===== config.mk =====
export PLATFORM = sky130hd
export DESIGN_NAME = triple_timer_mode_control
export DESIGN_NICKNAME = d
export VERILOG_FILES = /design/src/triple_timer_pkg.sv /design/src/triple_timer_mode_control.sv
export SDC_FILE = /design/constraint.sdc
export NUM_CORES = 1
export LEC_CHECK = 0
export BUFFER_PORTS_ARGS = -buffer_cell sky130_fd_sc_hd__buf_2
export CORE_MARGIN = 2
export CORE_UTILIZATION = 41
export DETAILED_ROUTE_END_ITERATION = 10
export GPL_ROUTABILITY_DRIVEN = 1
export SLEW_MARGIN = 15
export SYNTH_ARGS = -nofsm -noshare
export SYNTH_HDL_FRONTEND = slang
export SYNTH_SLANG_ARGS = --single-unit

===== constraint.sdc =====
create_clock -name clk -period 5 [get_ports clk]
set_input_delay 1 -clock clk [delete_from_list [all_inputs] [get_ports clk]]
set_output_delay 1 -clock clk [all_outputs]
set_load 0.05 [all_outputs]

===== src/triple_timer_pkg.sv =====
/*
 * Shared constants for the three-timer mode control block: register
 * addresses, field positions, reset values and count clock encodings.
 * Assumes a byte-wide processor data path with a 16-bit address.
 */
package triple_timer_pkg;

    localparam int          NUM_TIMERS        = 3;
    localparam int          ADDR_WIDTH        = 16;

    // Mode control register addresses on the processor data path.
    localparam logic [15:0] TIMER_A_MODE_ADDR = 16'hFF53;
    localparam logic [15:0] TIMER_B_MODE_ADDR = 16'hFF57;
    localparam logic [15:0] TIMER_C_MODE_ADDR = 16'hFF5B;

    // Field positions inside each mode control register.
    localparam int          RUN_ENABLE_BIT    = 7;
    localparam int          PWM_SELECT_BIT    = 6;
    localparam int          CLKSEL_HI_BIT     = 2;
    localparam int          CLKSEL_LO_BIT     = 1;
    localparam int          OUTPUT_ENABLE_BIT = 0;

    // Reset value and the mask of bits that exist in hardware.
    localparam logic [7:0]  MODE_RESET        = 8'h00;
    localparam logic [7:0]  MODE_WRITE_MASK   = 8'hC7;
    localparam logic [7:0]  COUNT_RESET       = 8'h00;
    localparam logic [7:0]  COUNT_TOP         = 8'hFF;

    // Count clock selection codes.
    localparam logic [1:0]  CLKSEL_00         = 2'h0;
    localparam logic [1:0]  CLKSEL_01         = 2'h1;
    localparam logic [1:0]  CLKSEL_10         = 2'h2;
    localparam logic [1:0]  CLKSEL_11         = 2'h3;

    // Prescaler taps as powers of two of the main clock.
    localparam int          PRESCALE_WIDTH    = 8;
    localparam int          DIV_A_LOG2        = 3;
    localparam int          DIV_B0_LOG2       = 4;
    localparam int          DIV_B1_LOG2       = 8;
    localparam int          DIV_C0_LOG2       = 5;
    localparam int          DIV_C1_LOG2       = 7;

endpackage

===== src/triple_timer_mode_control.sv =====
/*
 * Mode control and count datapath for three 8-bit timers. Each timer has
 * a mode control register reached by byte or single-bit stores, a counter
 * that clears on a compare match except in PWM mode, and an output stage routed to a shared
 * pin. Assumes the external event inputs and the subsystem clock arrive
 * asynchronously and are much slower than clk; port logic supplies the
 * ordinary pin values that are shown when a timer output is disabled.
 */
`timescale 1ns/1ns

module triple_timer_mode_control
    import triple_timer_pkg::*;
(
    input  wire logic                  clk,
    input  wire logic                  reset_n,
    input  wire logic [ADDR_WIDTH-1:0] busAddr,
    input  wire logic                  byteWrite,
    input  wire logic [7:0]            byteData,
    input  wire logic                  bitWrite,
    input  wire logic [2:0]            bitIndex,
    input  wire logic                  bitValue,
    input  wire logic                  readStrobe,
    output logic      [7:0]            readData,
    input  wire logic [7:0]            compareValueA,
    input  wire logic [7:0]            compareValueB,
    input  wire logic [7:0]            compareValueC,
    input  wire logic                  timerAEventInput,
    input  wire logic                  timerBEventInput,
    input  wire logic                  subClockInput,
    input  wire logic [2:0]            portPinValue,
    output logic      [7:0]            countRegisterA,
    output logic      [7:0]            countRegisterB,
    output logic      [7:0]            countRegisterC,
    output logic      [2:0]            matchIrq,
    output logic      [2:0]            pinOut,
    output logic      [2:0]            pinOutEnable_n
);

    logic [7:0]                modeReg [NUM_TIMERS];
    logic [7:0]                countReg [NUM_TIMERS];
    logic [2:0]                matchIrqReg;
    logic [2:0]                timerOutReg;
    logic [2:0]                pinOutReg;
    logic [PRESCALE_WIDTH-1:0] prescaleReg;
    logic [2:0]                syncStage1Reg;
    logic [2:0]                syncStage2Reg;
    logic [2:0]                syncStage3Reg;
    logic [7:0]                readDataReg;

    // Address decode of the three mode registers.
    wire logic [2:0] addrHit;
    assign addrHit[0] = (busAddr == TIMER_A_MODE_ADDR);
    assign addrHit[1] = (busAddr == TIMER_B_MODE_ADDR);
    assign addrHit[2] = (busAddr == TIMER_C_MODE_ADDR);

    // Read multiplexer; unmapped addresses read as zero.
    wire logic [7:0] readSelect;
    assign readSelect = addrHit[0] ? modeReg[0] :
                        addrHit[1] ? modeReg[1] :
                        addrHit[2] ? modeReg[2] : 8'h00;

    // Prescaler taps: one-cycle enables at each divided rate.
    wire logic tickDivA;
    wire logic tickDivB0;
    wire logic tickDivB1;
    wire logic tickDivC0;
    wire logic tickDivC1;
    assign tickDivA  = &prescaleReg[DIV_A_LOG2-1:0];
    assign tickDivB0 = &prescaleReg[DIV_B0_LOG2-1:0];
    assign tickDivB1 = &prescaleReg[DIV_B1_LOG2-1:0];
    assign tickDivC0 = &prescaleReg[DIV_C0_LOG2-1:0];
    assign tickDivC1 = &prescaleReg[DIV_C1_LOG2-1:0];

    // Edge detection on the synchronised inputs, second and third stages.
    wire logic [2:0] riseEdge;
    wire logic [2:0] fallEdge;
    assign riseEdge = syncStage2Reg & ~syncStage3Reg;
    assign fallEdge = ~syncStage2Reg & syncStage3Reg;

    // Clock selection fields of each timer.
    wire logic [1:0] clkSel [NUM_TIMERS];
    assign clkSel[0] = modeReg[0][CLKSEL_HI_BIT:CLKSEL_LO_BIT];
    assign clkSel[1] = modeReg[1][CLKSEL_HI_BIT:CLKSEL_LO_BIT];
    assign clkSel[2] = modeReg[2][CLKSEL_HI_BIT:CLKSEL_LO_BIT];

    // Count enable per timer from its selected count clock.
    wire logic [2:0] countTick;
    assign countTick[0] = (clkSel[0] == CLKSEL_00) ? 1'b1 :
                          (clkSel[0] == CLKSEL_01) ? tickDivA :
                          (clkSel[0] == CLKSEL_10) ? riseEdge[0] :
                                                     fallEdge[0];
    assign countTick[1] = (clkSel[1] == CLKSEL_00) ? tickDivB0 :
                          (clkSel[1] == CLKSEL_01) ? tickDivB1 :
                          (clkSel[1] == CLKSEL_10) ? riseEdge[1] :
                                                     fallEdge[1];
    // The forbidden code gives no count clock at all.
    assign countTick[2] = (clkSel[2] == CLKSEL_00) ? tickDivC0 :
                          (clkSel[2] == CLKSEL_01) ? tickDivC1 :
                          (clkSel[2] == CLKSEL_10) ? riseEdge[2] :
                                                     1'b0;

    wire logic [7:0] compareValue [NUM_TIMERS];
    assign compareValue[0] = compareValueA;
    assign compareValue[1] = compareValueB;
    assign compareValue[2] = compareValueC;

    // Free-running prescaler on the main clock.
    always_ff @(posedge clk or negedge reset_n) begin
        if (!reset_n) begin
            prescaleReg <= '0;
        end else begin
            prescaleReg <= prescaleReg + 1'b1;
        end
    end

    // Two-flop synchronisers plus one stage for edge detection.
    always_ff @(posedge clk or negedge reset_n) begin
        if (!reset_n) begin
            syncStage1Reg <= 3'h0;
            syncStage2Reg <= 3'h0;
            syncStage3Reg <= 3'h0;
        end else begin
            syncStage1Reg <= {subClockInput, timerBEventInput,
                              timerAEventInput};
            syncStage2Reg <= syncStage1Reg;
            syncStage3Reg <= syncStage2Reg;
        end
    end

    // Registered read data, updated on each read strobe.
    always_ff @(posedge clk or negedge reset_n) begin
        if (!reset_n) begin
            readDataReg <= 8'h00;
        end else if (readStrobe) begin
            readDataReg <= readSelect;
        end
    end

    genvar t;
    generate
        for (t = 0; t < NUM_TIMERS; t++) begin : gTimer
            wire logic       runEnable;
            wire logic       pwmSelect;
            wire logic       outEnable;
            wire logic       isMatch;
            wire logic       isWrap;
            wire logic [7:0] byteNext;
            wire logic [7:0] bitNext;
            wire logic [7:0] modeNext;
            assign runEnable = modeReg[t][RUN_ENABLE_BIT];
            assign pwmSelect = modeReg[t][PWM_SELECT_BIT];
            assign outEnable = modeReg[t][OUTPUT_ENABLE_BIT];
            assign isMatch   = runEnable && countTick[t] &&
                               (countReg[t] == compareValue[t]);
            assign isWrap    = runEnable && countTick[t] &&
                               (countReg[t] == COUNT_TOP);

            // Byte store or single-bit store; absent bits stay zero.
            assign byteNext = byteData & MODE_WRITE_MASK;
            assign bitNext  = bitValue ?
                (modeReg[t] | (8'h01 << bitIndex)) & MODE_WRITE_MASK :
                (modeReg[t] & ~(8'h01 << bitIndex));
            assign modeNext = byteWrite ? byteNext : bitNext;

            // Mode control register with reset to zero.
            always_ff @(posedge clk or negedge reset_n) begin
                if (!reset_n) begin
                    modeReg[t] <= MODE_RESET;
                end else if (addrHit[t] && (byteWrite || bitWrite)) begin
                    modeReg[t] <= modeNext;
                end
            end

            // Counter: cleared while stopped; PWM mode runs the full range.
            always_ff @(posedge clk or negedge reset_n) begin
                if (!reset_n) begin
                    countReg[t] <= COUNT_RESET;
                end else if (!runEnable) begin
                    countReg[t] <= COUNT_RESET;
                end else if (isMatch && !pwmSelect) begin
                    countReg[t] <= COUNT_RESET;
                end else if (countTick[t]) begin
                    countReg[t] <= countReg[t] + 1'b1;
                end
            end

            // Match request pulse and timer output stage.
            always_ff @(posedge clk or negedge reset_n) begin
                if (!reset_n) begin
                    matchIrqReg[t] <= 1'b0;
                    timerOutReg[t] <= 1'b0;
                end else begin
                    matchIrqReg[t] <= isMatch;
                    if (!runEnable) begin
                        timerOutReg[t] <= 1'b0;
                    end else if (pwmSelect) begin
                        // High from wrap until match, low after.
                        if (isMatch) begin
                            timerOutReg[t] <= 1'b0;
                        end else if (isWrap) begin
                            timerOutReg[t] <= 1'b1;
                        end
                    end else if (isMatch) begin
                        timerOutReg[t] <= ~timerOutReg[t];
                    end
                end
            end

            // Shared pin: timer output when enabled, else port value.
            always_ff @(posedge clk or negedge reset_n) begin
                if (!reset_n) begin
                    pinOutReg[t] <= 1'b0;
                end else begin
                    pinOutReg[t] <= outEnable ? timerOutReg[t]
                                              : portPinValue[t];
                end
            end

            // Pin drive enable, active low while the timer owns the pin.
            assign pinOutEnable_n[t] = ~outEnable;
        end
    endgenerate

    // Output assignments from registers.
    assign readData       = readDataReg;
    assign countRegisterA = countReg[0];
    assign countRegisterB = countReg[1];
    assign countRegisterC = countReg[2];
    assign matchIrq       = matchIrqReg;
    assign pinOut         = pinOutReg;

endmodule


==> results.sh, run 1 <==
export IMPL_status="finished, final reports clean"
export IMPL_comb_power_share_pct=7.6
export IMPL_finalNetCount=579
export IMPL_vdd_drop_max_v=0.000119
export IMPL_slew_headroom_pct=28.0
export IMPL_vias=3520
export IMPL_row_count=37
export IMPL_die_area_mm2=0.0112
export IMPL_setup_tns_ns=0
export IMPL_hold_class="register to register"
export IMPL_wl_met2_mm=4.88
export IMPL_power_net_switching_w=0.000313
export IMPL_avgSynthCellArea_um2=10.3
export IMPL_setup_ws_ns=2.39
export IMPL_required_ns=5.23
export IMPL_p_seq_share_pct=49.0
export IMPL_p_leak_nw=2.42
export IMPL_wl_per_cell_um=15.5
export IMPL_avgViaCountPerCell=5.41
export IMPL_dr_pass1_iters=4
export IMPL_cts_root_buf="clkbuf_8"
export IMPL_slew_viol_final=0
export IMPL_synth_most_common_cell="dfrtp_1"
export IMPL_final_area_mm2=0.00513
export IMPL_worstSetupEndpointType="register"
export IMPL_synthDistinctLibCells=54
export IMPL_cts_setup_buffers=0
export IMPL_grt_antenna_before_repair=0
export IMPL_cts_buffers=9
export IMPL_hold_viol_final=0
export IMPL_die_h_um=106
export IMPL_fin_skew_ns=0.0127
export IMPL_synth_ff_type="dfrtp_1"
export IMPL_fillers=954
export IMPL_clk_pin_slew_ns=0.08
export IMPL_criticalPathCategory="register to register"
export IMPL_cts_sinks=82
export IMPL_synth_cells=414
export IMPL_synth_edf_count=0
export IMPL_pwr_share_clk_pct=43.4
export IMPL_final_cells=651
export IMPL_start_kind="register"
export IMPL_ios=104
export IMPL_dpl_worst_slack_ns=2.14
export IMPL_power_density_mw_per_mm2=269
export IMPL_grt_use_total_pct=18.7
export IMPL_cap_violations=0
export IMPL_grt_pass1_wl_mm=16.6
export IMPL_antenna_left=0
export IMPL_synth_area_leader_cell="dfrtp_1"
export IMPL_layout_drive_gt1_share_pct=27.2
export IMPL_cts_tree="built"
export IMPL_power_w=0.00138
export IMPL_clock_fmax_mhz=383
export IMPL_power_internal_w=0.00107
export IMPL_post_route_period_util_pct=52.2
export IMPL_yosysWarnings=0
export IMPL_ctsHtreeMaxLevel=3
export IMPL_die_w_um=106
export IMPL_ctsResizeCount=0
export IMPL_synth_nets=483
export IMPL_tightest_slew_ns=1.08
export IMPL_period_needed_ns=2.61
export IMPL_setup_viol=0
export IMPL_ctsHoldBuffers=0
export IMPL_switching_share_pct=22.7
export IMPL_ys_ff_latch=82
export IMPL_synthArstFlopShare_pct=100
export IMPL_synth_top_area_share_pct=48.1
export IMPL_cp_max_fo=15
export IMPL_netlist_area_mm2=0.00427
export IMPL_drt_iter0_drc=173
export IMPL_wl_mm=10.1
export IMPL_wl_met3_um=517
export IMPL_synth_area_leaders="dfrtp_1, xnor2_1, mux2_2"
export IMPL_rsz0062_at_grt="false"
export IMPL_yosysSeqAreaShare_pct=48.1
export IMPL_wl_met1_mm=4.51
export IMPL_gr_total_overflow=0
export IMPL_grt_max_degree=83
export IMPL_dpl_cell_count=635
export IMPL_core_mm2=0.0102
export IMPL_remaining_drc_errors=0
export IMPL_start_util_pct=41.7
export IMPL_place_hpwl_mm=7.32
export IMPL_synth_common_cells="dfrtp_1, nor2_1, nand2_1"
export IMPL_grt_pass1_vias=3445
export IMPL_n_antenna_cell=0
export IMPL_crit_arrival_ns=2.84
export IMPL_clkLatencyLatePin_ns=0.36
export IMPL_gp_congestion=0.827
export IMPL_clockBufferDepth=2
export IMPL_syn2layout_area_growth_pct=20.1
export IMPL_highest_layer="met4"
export IMPL_placed_area_mm2=0.00487
export IMPL_io_buffers=100
## layout by cell type (no fill, tap or decap), drive strengths merged, types with 5 or more instances in the layout
master,n
buf,100
nor4,5
nand4,8
o21ai,10
clkbuf,12
a22oi,9
dfrtp,82
xnor2,20
a31oi,6
a21boi,6
ha,6
xor2,10
inv,20
nand3,21
or2,5
o31ai,5
a21oi,14
nor2,35
mux2,24
nand2,28
a221o,8
nand4b,5
nor3,13
a22o,13
## routing by layer
metal | global-route usage [%] | vias up
met5 | 0 | -
met4 | 7.05 | 0
met3 | 3.56 | 18
met2 | 31.6 | 101
met1 | 23.8 | 1701
li1 | - | 1700
## cells by family (layout without fill, tap and decap cells)
group	Yosys count	count (layout)	share of synthesized area [%]
AND/OR/NAND/NOR	146	146	18.4
AO/OA/AOI/OAI	91	91	16.0
adder cells (fa/ha/maj)	6	6	1.76
buffers and inverters	35	136	3.31
flip-flops	82	82	48.1
multiplexers	24	24	6.33
XOR/XNOR	30	30	6.16
## power groups by stage
stage | sequential (W) | clock, W | combinational (W)
2_1_floorplan | 0.000707 | 0 | 0.0000360
3_3_place_gp | 0.000688 | 0 | 0.000105
3_5_place_dp | 0.000689 | 0 | 0.000107
4_1_cts | 0.000675 | 0.000614 | 0.000107
5_1_grt | 0.000676 | 0.000638 | 0.000116
6_report | 0.000675 | 0.000599 | 0.000105
## cell type report
cell class | count | area, um2 | area share [%]
Multi-Input combinational cell | 297 | 2070 | 40.4
Sequential cell | 82 | 2050 | 40.0
Timing Repair Buffer | 100 | 503 | 9.81
Tap cell | 136 | 170 | 3.32
Clock buffer | 12 | 155 | 3.03
Clock inverter | 4 | 97.6 | 1.90
Inverter | 20 | 75.1 | 1.46
## stage by stage
step           hold WS (ns)  util, %
3_3_place_gp          0.333     47.6
2_1_floorplan         0.331        -
5_1_grt               0.358     50.1
4_1_cts               0.355     50.1
3_5_place_dp          0.337     47.6
6_report              0.352     50.1
## path summary, 6_finish.rpt
| check | endpoint | cells past startpoint | startpoint | slack [ns] |
|---|---|---|---|---|
| setup / recovery | timerOutReg[2] | 9 | prescaleReg[0] | 2.39 |
| hold / removal | syncStage2Reg[0] | 0 | syncStage1Reg[0] | 0.35 |
| setup reg to reg | timerOutReg[2] | 9 | prescaleReg[0] | 2.39 |
| hold reg to reg | syncStage2Reg[0] | 0 | syncStage1Reg[0] | 0.35 |
| max in group asynchronous | countRegisterC[7] | 1 | reset_n | 3.51 |
| min in group asynchronous | countRegisterA[3] | 1 | reset_n | 0.83 |
## critical path, cell delays in order (launching register included)
cell and delay, ns:
dfrtp_1 0.40, ha_1 0.23, nand3_1 0.14, inv_1 0.07
ha_1 0.18, nand2b_1 0.07, a21oi_1 0.07, a21oi_1 0.83
a211oi_1 0.11, a2111oi_1 0.39
Power figures use the tool's default switching activity.
==> inputs of run 2 (changes only) <==
--- a/config.mk
+++ b/config.mk
@@ -10,6 +10,7 @@
 export CORE_UTILIZATION = 41
 export DETAILED_ROUTE_END_ITERATION = 10
 export GPL_ROUTABILITY_DRIVEN = 1
+export PLACE_DENSITY = 0.66
 export SLEW_MARGIN = 15
 export SYNTH_ARGS = -nofsm -noshare
 export SYNTH_HDL_FRONTEND = slang
==> constraint.sdc (replaced) <==
create_clock -name clk -period 2.2 [get_ports clk]
set_input_delay 0.44 -clock clk [delete_from_list [all_inputs] [get_ports clk]]
set_output_delay 0.44 -clock clk [all_outputs]
set_load 0.05 [all_outputs]
==> run 2 against run 1 <==
Against the previous run:
- count of clock-buffer cells in the layout did not move
- power rose by 110%
- hold slack got worse by 0.29 ns
- clock skew barely moved
- global-route usage fell by 1.2 points
- design area rose by 2.5%
- non-clock buffer count rose by 22
- cell count rose by 3.4%
- largest power group unchanged
==> results.sh, run 2 (synthesis results as in run 1) <==
export IMPL_gr_total_overflow=0
export IMPL_wl_mm=9.65
export IMPL_n_antenna_cell=0
export IMPL_remaining_drc_errors=0
export IMPL_crit_arrival_ns=2.24
export IMPL_finalNetCount=601
export IMPL_ctsHoldBuffers=0
export IMPL_syn2layout_area_growth_pct=23.1
export IMPL_place_hpwl_mm=7.13
export IMPL_die_area_mm2=0.0112
export IMPL_grt_pass1_vias=3469
export IMPL_crit_slowest_cell="dfrtp_1"
export IMPL_clkLatencyLatePin_ns=0.34
export IMPL_cts_buffers=9
export IMPL_power_w=0.00285
export IMPL_clock_fmax_mhz=499
export IMPL_io_buffers=100
export IMPL_worstSetupEndpointType="register"
export IMPL_multiInputGateArea_mm2=0.00209
export IMPL_vdd_drop_max_v=0.000294
export IMPL_hold_class="input port to asynchronous set/reset pin"
export IMPL_status="finished, final reports clean"
export IMPL_cts_sinks=82
export IMPL_avgViaCountPerCell=5.25
export IMPL_grt_max_degree=41
export IMPL_slew_headroom_pct=56.4
export IMPL_row_count=37
export IMPL_dpl_worst_slack_ns=0.0989
export IMPL_tightest_slew_ns=0.646
export IMPL_grt_use_total_pct=17.5
export IMPL_worstRegToRegCells=10
export IMPL_fin_hold_ws_ns=0.0598
export IMPL_hold_viol_final=0
export IMPL_cp_max_fo=7
export IMPL_fillers=935
export IMPL_final_cell_mix="buf_2, dfrtp_1, nor2_1, nand2_1, buf_4"
export IMPL_die_w_um=106
export IMPL_grt_pass1_wl_mm=16.0
export IMPL_start_util_pct=41.7
export IMPL_setup_viol=0
export IMPL_layout_drive_gt1_share_pct=30.7
export IMPL_power_density_mw_per_mm2=543
export IMPL_cap_violations=0
export IMPL_cts_root_buf="clkbuf_8"
export IMPL_final_seq_area_mm2=0.00205
export IMPL_critPathMaxStageDelay_ns=0.37
export IMPL_core_mm2=0.0102
export IMPL_final_area_mm2=0.00525
export IMPL_post_route_util_pct=51.4
export IMPL_dr_pass1_iters=4
export IMPL_clk_pin_slew_ns=0.09
export IMPL_clockBufferDepth=2
export IMPL_fin_skew_ns=0.0122
export IMPL_start_kind="register"
export IMPL_antenna_left=0
export IMPL_setup_ws_ns=0.195
export IMPL_die_h_um=106
export IMPL_criticalPathCategory="register to register"
export IMPL_p_leak_nw=2.50
export IMPL_gp_congestion=0.889
export IMPL_wl_per_cell_um=14.3
export IMPL_cts_tree="built"
export IMPL_drt_iter0_drc=155
export IMPL_vias=3533
export IMPL_post_route_period_util_pct=91.1
export IMPL_crit_chain="ha_1 -> nand3_2 -> inv_1 -> ha_1 -> nand2b_1 -> a21oi_2 -> a21oi_2 -> buf_2 -> buf_4 -> a2111oi_2"
export IMPL_ios=104
export IMPL_required_ns=2.43
export IMPL_period_needed_ns=2.00
export IMPL_layout_commonest_cell="buf_2"
export IMPL_slew_viol_final=0
export IMPL_ctsHtreeMaxLevel=3
export IMPL_grt_antenna_before_repair=0
export IMPL_placed_area_mm2=0.00502
## run 2: cell count changes in the layout (fill, tap and decap cells not counted), moves of 2 or more
cell,delta
bufinv_16,-2
a21oi_1,-2
buf_4,+20
a21oi_2,+2
## run 2: layer usage
metal	routed length [um]	vias to the layer above	GRT usage (%)
met5	0	-	0
met4	131	0	7.24
met3	445	10	2.33
met2	4550	86	28.6
met1	4520	1699	23.5
li1	-	1738	-
## run 2: metrics by stage
| step | TNS [ns] | std cells |
|---|---|---|
| floorplan | 0 | 414 |
| global placement | 0 | 654 |
| detailed placement | 0 | 654 |
| CTS | 0 | 670 |
| global route | -0.00264 | 673 |
| finish | 0 | 673 |
## run 2: power by group
group          internal [W]  switching (W)  total, W
sequential          0.00153     0.00000858   0.00153
combinational     0.0000859       0.000157  0.000243
clock              0.000557       0.000518   0.00108
total               0.00217       0.000684   0.00285
## run 2: timing repair
| item | 4_1_cts | 5_1_grt |
|---|---|---|
| endpoints found under the setup margin | 0 | 1 |
| setup buffers | 0 | 2 |
| gates resized for setup | 0 | 5 |
## run 2: path summary, 6_finish.rpt
path	end	slack [ns]	from
max in group asynchronous	countRegisterC[0]	1.47	reset_n
min	countRegisterB[4]	0.06	reset_n
max reg2reg	timerOutReg[2]	0.20	prescaleReg[0]
min reg2reg	syncStage2Reg[2]	0.35	syncStage1Reg[2]
max	timerOutReg[2]	0.20	prescaleReg[0]
min in group clk	syncStage1Reg[1]	0.21	timerBEventInput
## run 2: final cells by class
type,instances,share of cell area [%]
timing repair buffer,122,12.7
clock buffer,12,2.76
inverter,20,1.43
tap,136,3.24
multi-input combinational,297,39.8
sequential,82,39.1
clock inverter,4,0.976
## run 2: critical path: cells and delay by family, from the launching register on
| family | cells | cell delay, ns |
|---|---|---|
| and+or+nand+nor | 2 | 0.18 |
| AOI/OAI and AO/OA | 3 | 0.59 |
| adders and majority gates | 2 | 0.35 |
| buffers and inverters | 3 | 0.43 |
| DFF | 1 | 0.37 |
==> inputs of run 3 (changes only) <==
--- a/config.mk
+++ b/config.mk
@@ -11,6 +11,7 @@
 export DETAILED_ROUTE_END_ITERATION = 10
 export GPL_ROUTABILITY_DRIVEN = 1
 export PLACE_DENSITY = 0.66
+export RECOVER_POWER = 50
 export SLEW_MARGIN = 15
 export SYNTH_ARGS = -nofsm -noshare
 export SYNTH_HDL_FRONTEND = slang
==> run 3 against run 2 <==
Against the previous run:
- count of clock-buffer cells in the layout unchanged
- global-route usage unchanged
- sequential share of layout area rose by 0.093 points
- register-to-register slack is essentially flat
- hold slack better by 0.15 ns
- clock skew barely moved
- fmax is 0.39% higher
- critical path type unchanged
- critical endpoint unchanged
- largest power group unchanged
==> results.sh, run 3 (synthesis results as in run 1) <==
export IMPL_start_util_pct=41.7
export IMPL_avgViaCountPerCell=5.31
export IMPL_clock_fmax_mhz=501
export IMPL_required_ns=2.43
export IMPL_dpl_cell_count=654
export IMPL_drt_iter0_drc=137
export IMPL_crit_slowest_cell="dfrtp_1"
export IMPL_cts_tree="built"
export IMPL_cp_max_fo=7
export IMPL_criticalPathCategory="register to register"
export IMPL_cap_violations=0
export IMPL_slew_headroom_pct=33.2
export IMPL_start_kind="register"
export IMPL_crit_arrival_ns=2.23
export IMPL_grt_antenna_before_repair=0
export IMPL_vdd_drop_max_v=0.000293
export IMPL_die_w_um=106
export IMPL_power_w=0.00285
export IMPL_n_antenna_cell=0
export IMPL_cp_top_family="compound AO/OA/AOI/OAI gates"
export IMPL_place_hpwl_mm=7.13
export IMPL_wl_per_cell_um=14.3
export IMPL_row_count=37
export IMPL_period_needed_ns=2.00
export IMPL_cts_buffers=9
export IMPL_post_route_period_util_pct=90.8
export IMPL_gr_total_overflow=0
export IMPL_p_leak_nw=2.49
export IMPL_grt_max_degree=41
export IMPL_remaining_drc_errors=0
export IMPL_die_h_um=106
export IMPL_core_mm2=0.0102
export IMPL_layout_commonest_cell="buf_2"
export IMPL_grt_pass1_wl_mm=16.0
export IMPL_clockBufferDepth=2
export IMPL_worstSetupEndpointType="register"
export IMPL_gp_congestion=0.889
export IMPL_clk_pin_slew_ns=0.08
export IMPL_fin_skew_ns=0.0124
export IMPL_path_buf_inv=3
export IMPL_vias=3574
export IMPL_ctsHoldBuffers=0
export IMPL_wl_mm=9.63
export IMPL_final_cell_mix="buf_2, dfrtp_1, nor2_1, nand2_1"
export IMPL_placed_area_mm2=0.00502
export IMPL_io_buffers=100
export IMPL_power_density_mw_per_mm2=543
export IMPL_fin_hold_ws_ns=0.207
export IMPL_slew_viol_final=0
export IMPL_ctsHtreeMaxLevel=3
export IMPL_antenna_left=0
export IMPL_hold_viol_final=0
export IMPL_cts_sinks=82
export IMPL_status="finished, final reports clean"
export IMPL_grt_pass1_vias=3469
export IMPL_crit_chain="ha_1 -> nand3_2 -> inv_1 -> ha_1 -> nand2b_1 -> a21oi_2 -> a21oi_2 -> buf_2 -> buf_4 -> a2111oi_2"
export IMPL_clkLatencyLatePin_ns=0.34
export IMPL_grt_use_total_pct=17.5
export IMPL_fillers=937
export IMPL_hold_class="input port to register"
export IMPL_final_cells=673
export IMPL_syn2layout_area_growth_pct=22.8
export IMPL_setup_viol=0
export IMPL_ios=104
export IMPL_die_area_mm2=0.0112
export IMPL_tightest_slew_ns=1.00
export IMPL_dr_pass1_iters=4
export IMPL_cts_root_buf="clkbuf_8"
export IMPL_layout_drive_gt1_share_pct=30.4
export IMPL_critPathMaxStageDelay_ns=0.37
export IMPL_final_area_mm2=0.00524
export IMPL_finalNetCount=601
==> run 3: cell count changes in the layout (fill, tap and decap cells not counted) <==
cell and change:
buf_4 -4, clkbuf_2 +2, clkbuf_1 +2
==> run 3: area by class of cell <==
cell class	instances	area (um2)	area share, %
Clock inverter	4	51.3	0.979
Tap cell	136	170	3.25
Inverter	20	75.1	1.43
Timing Repair Buffer	122	657	12.5
Clock buffer	12	145	2.77
Multi-Input combinational cell	297	2090	39.9
Sequential cell	82	2050	39.2
==> run 3: path summary, 6_finish.rpt <==
kind                                  start                          to  slack [ns]  cells after the start
max in group asynchronous           reset_n  asynchronous set/reset pin        0.78                      2
min in group asynchronous           reset_n           countRegisterB[4]        0.25                      1
min                        timerBEventInput            syncStage1Reg[1]        0.21                      1
max                          prescaleReg[0]              timerOutReg[2]        0.20                     10
min reg2reg                syncStage1Reg[2]            syncStage2Reg[2]        0.35                      0
max reg2reg                  prescaleReg[0]              timerOutReg[2]        0.20                     10
==> run 3: stage by stage <==
| stage | utilization [%] | setup slack, ns | setup TNS, ns |
|---|---|---|---|
| finish | 51.2 | 0.203 | 0 |
| global route | 51.2 | -0.00264 | -0.00264 |
| CTS | 50.9 | 0.102 | 0 |
| detailed placement | 49.0 | 0.0989 | 0 |
| global placement | 49.0 | 0.127 | 0 |
| floorplan | - | 0.183 | 0 |
==> run 3: timing repair <==
| action | in CTS | in global routing |
|---|---|---|
| buffers inserted | 0 | 2 |
| endpoints found under the hold margin | 0 | 0 |
| resized for setup | 0 | 5 |
| endpoints found under the setup margin | 0 | 1 |
==> run 3: where the power goes <==
| group | total (W) | leakage [nW] | switching (W) | internal, W |
|---|---|---|---|---|
| Combinational | 0.000240 | 1.31 | 0.000157 | 0.0000832 |
| Clock | 0.00107 | 0.0966 | 0.000515 | 0.000557 |
| Sequential | 0.00153 | 1.08 | 0.00000857 | 0.00153 |
| Total | 0.00285 | 2.49 | 0.000681 | 0.00217 |
==> run 3: layer usage <==
layer	vias up	global-route usage [%]	part of all wire, %
li1	1741	-	-
met3	13	2.33	4.7
met1	1723	23.5	47
met4	0	7.24	1.5
met2	97	28.6	47
met5	-	0	0
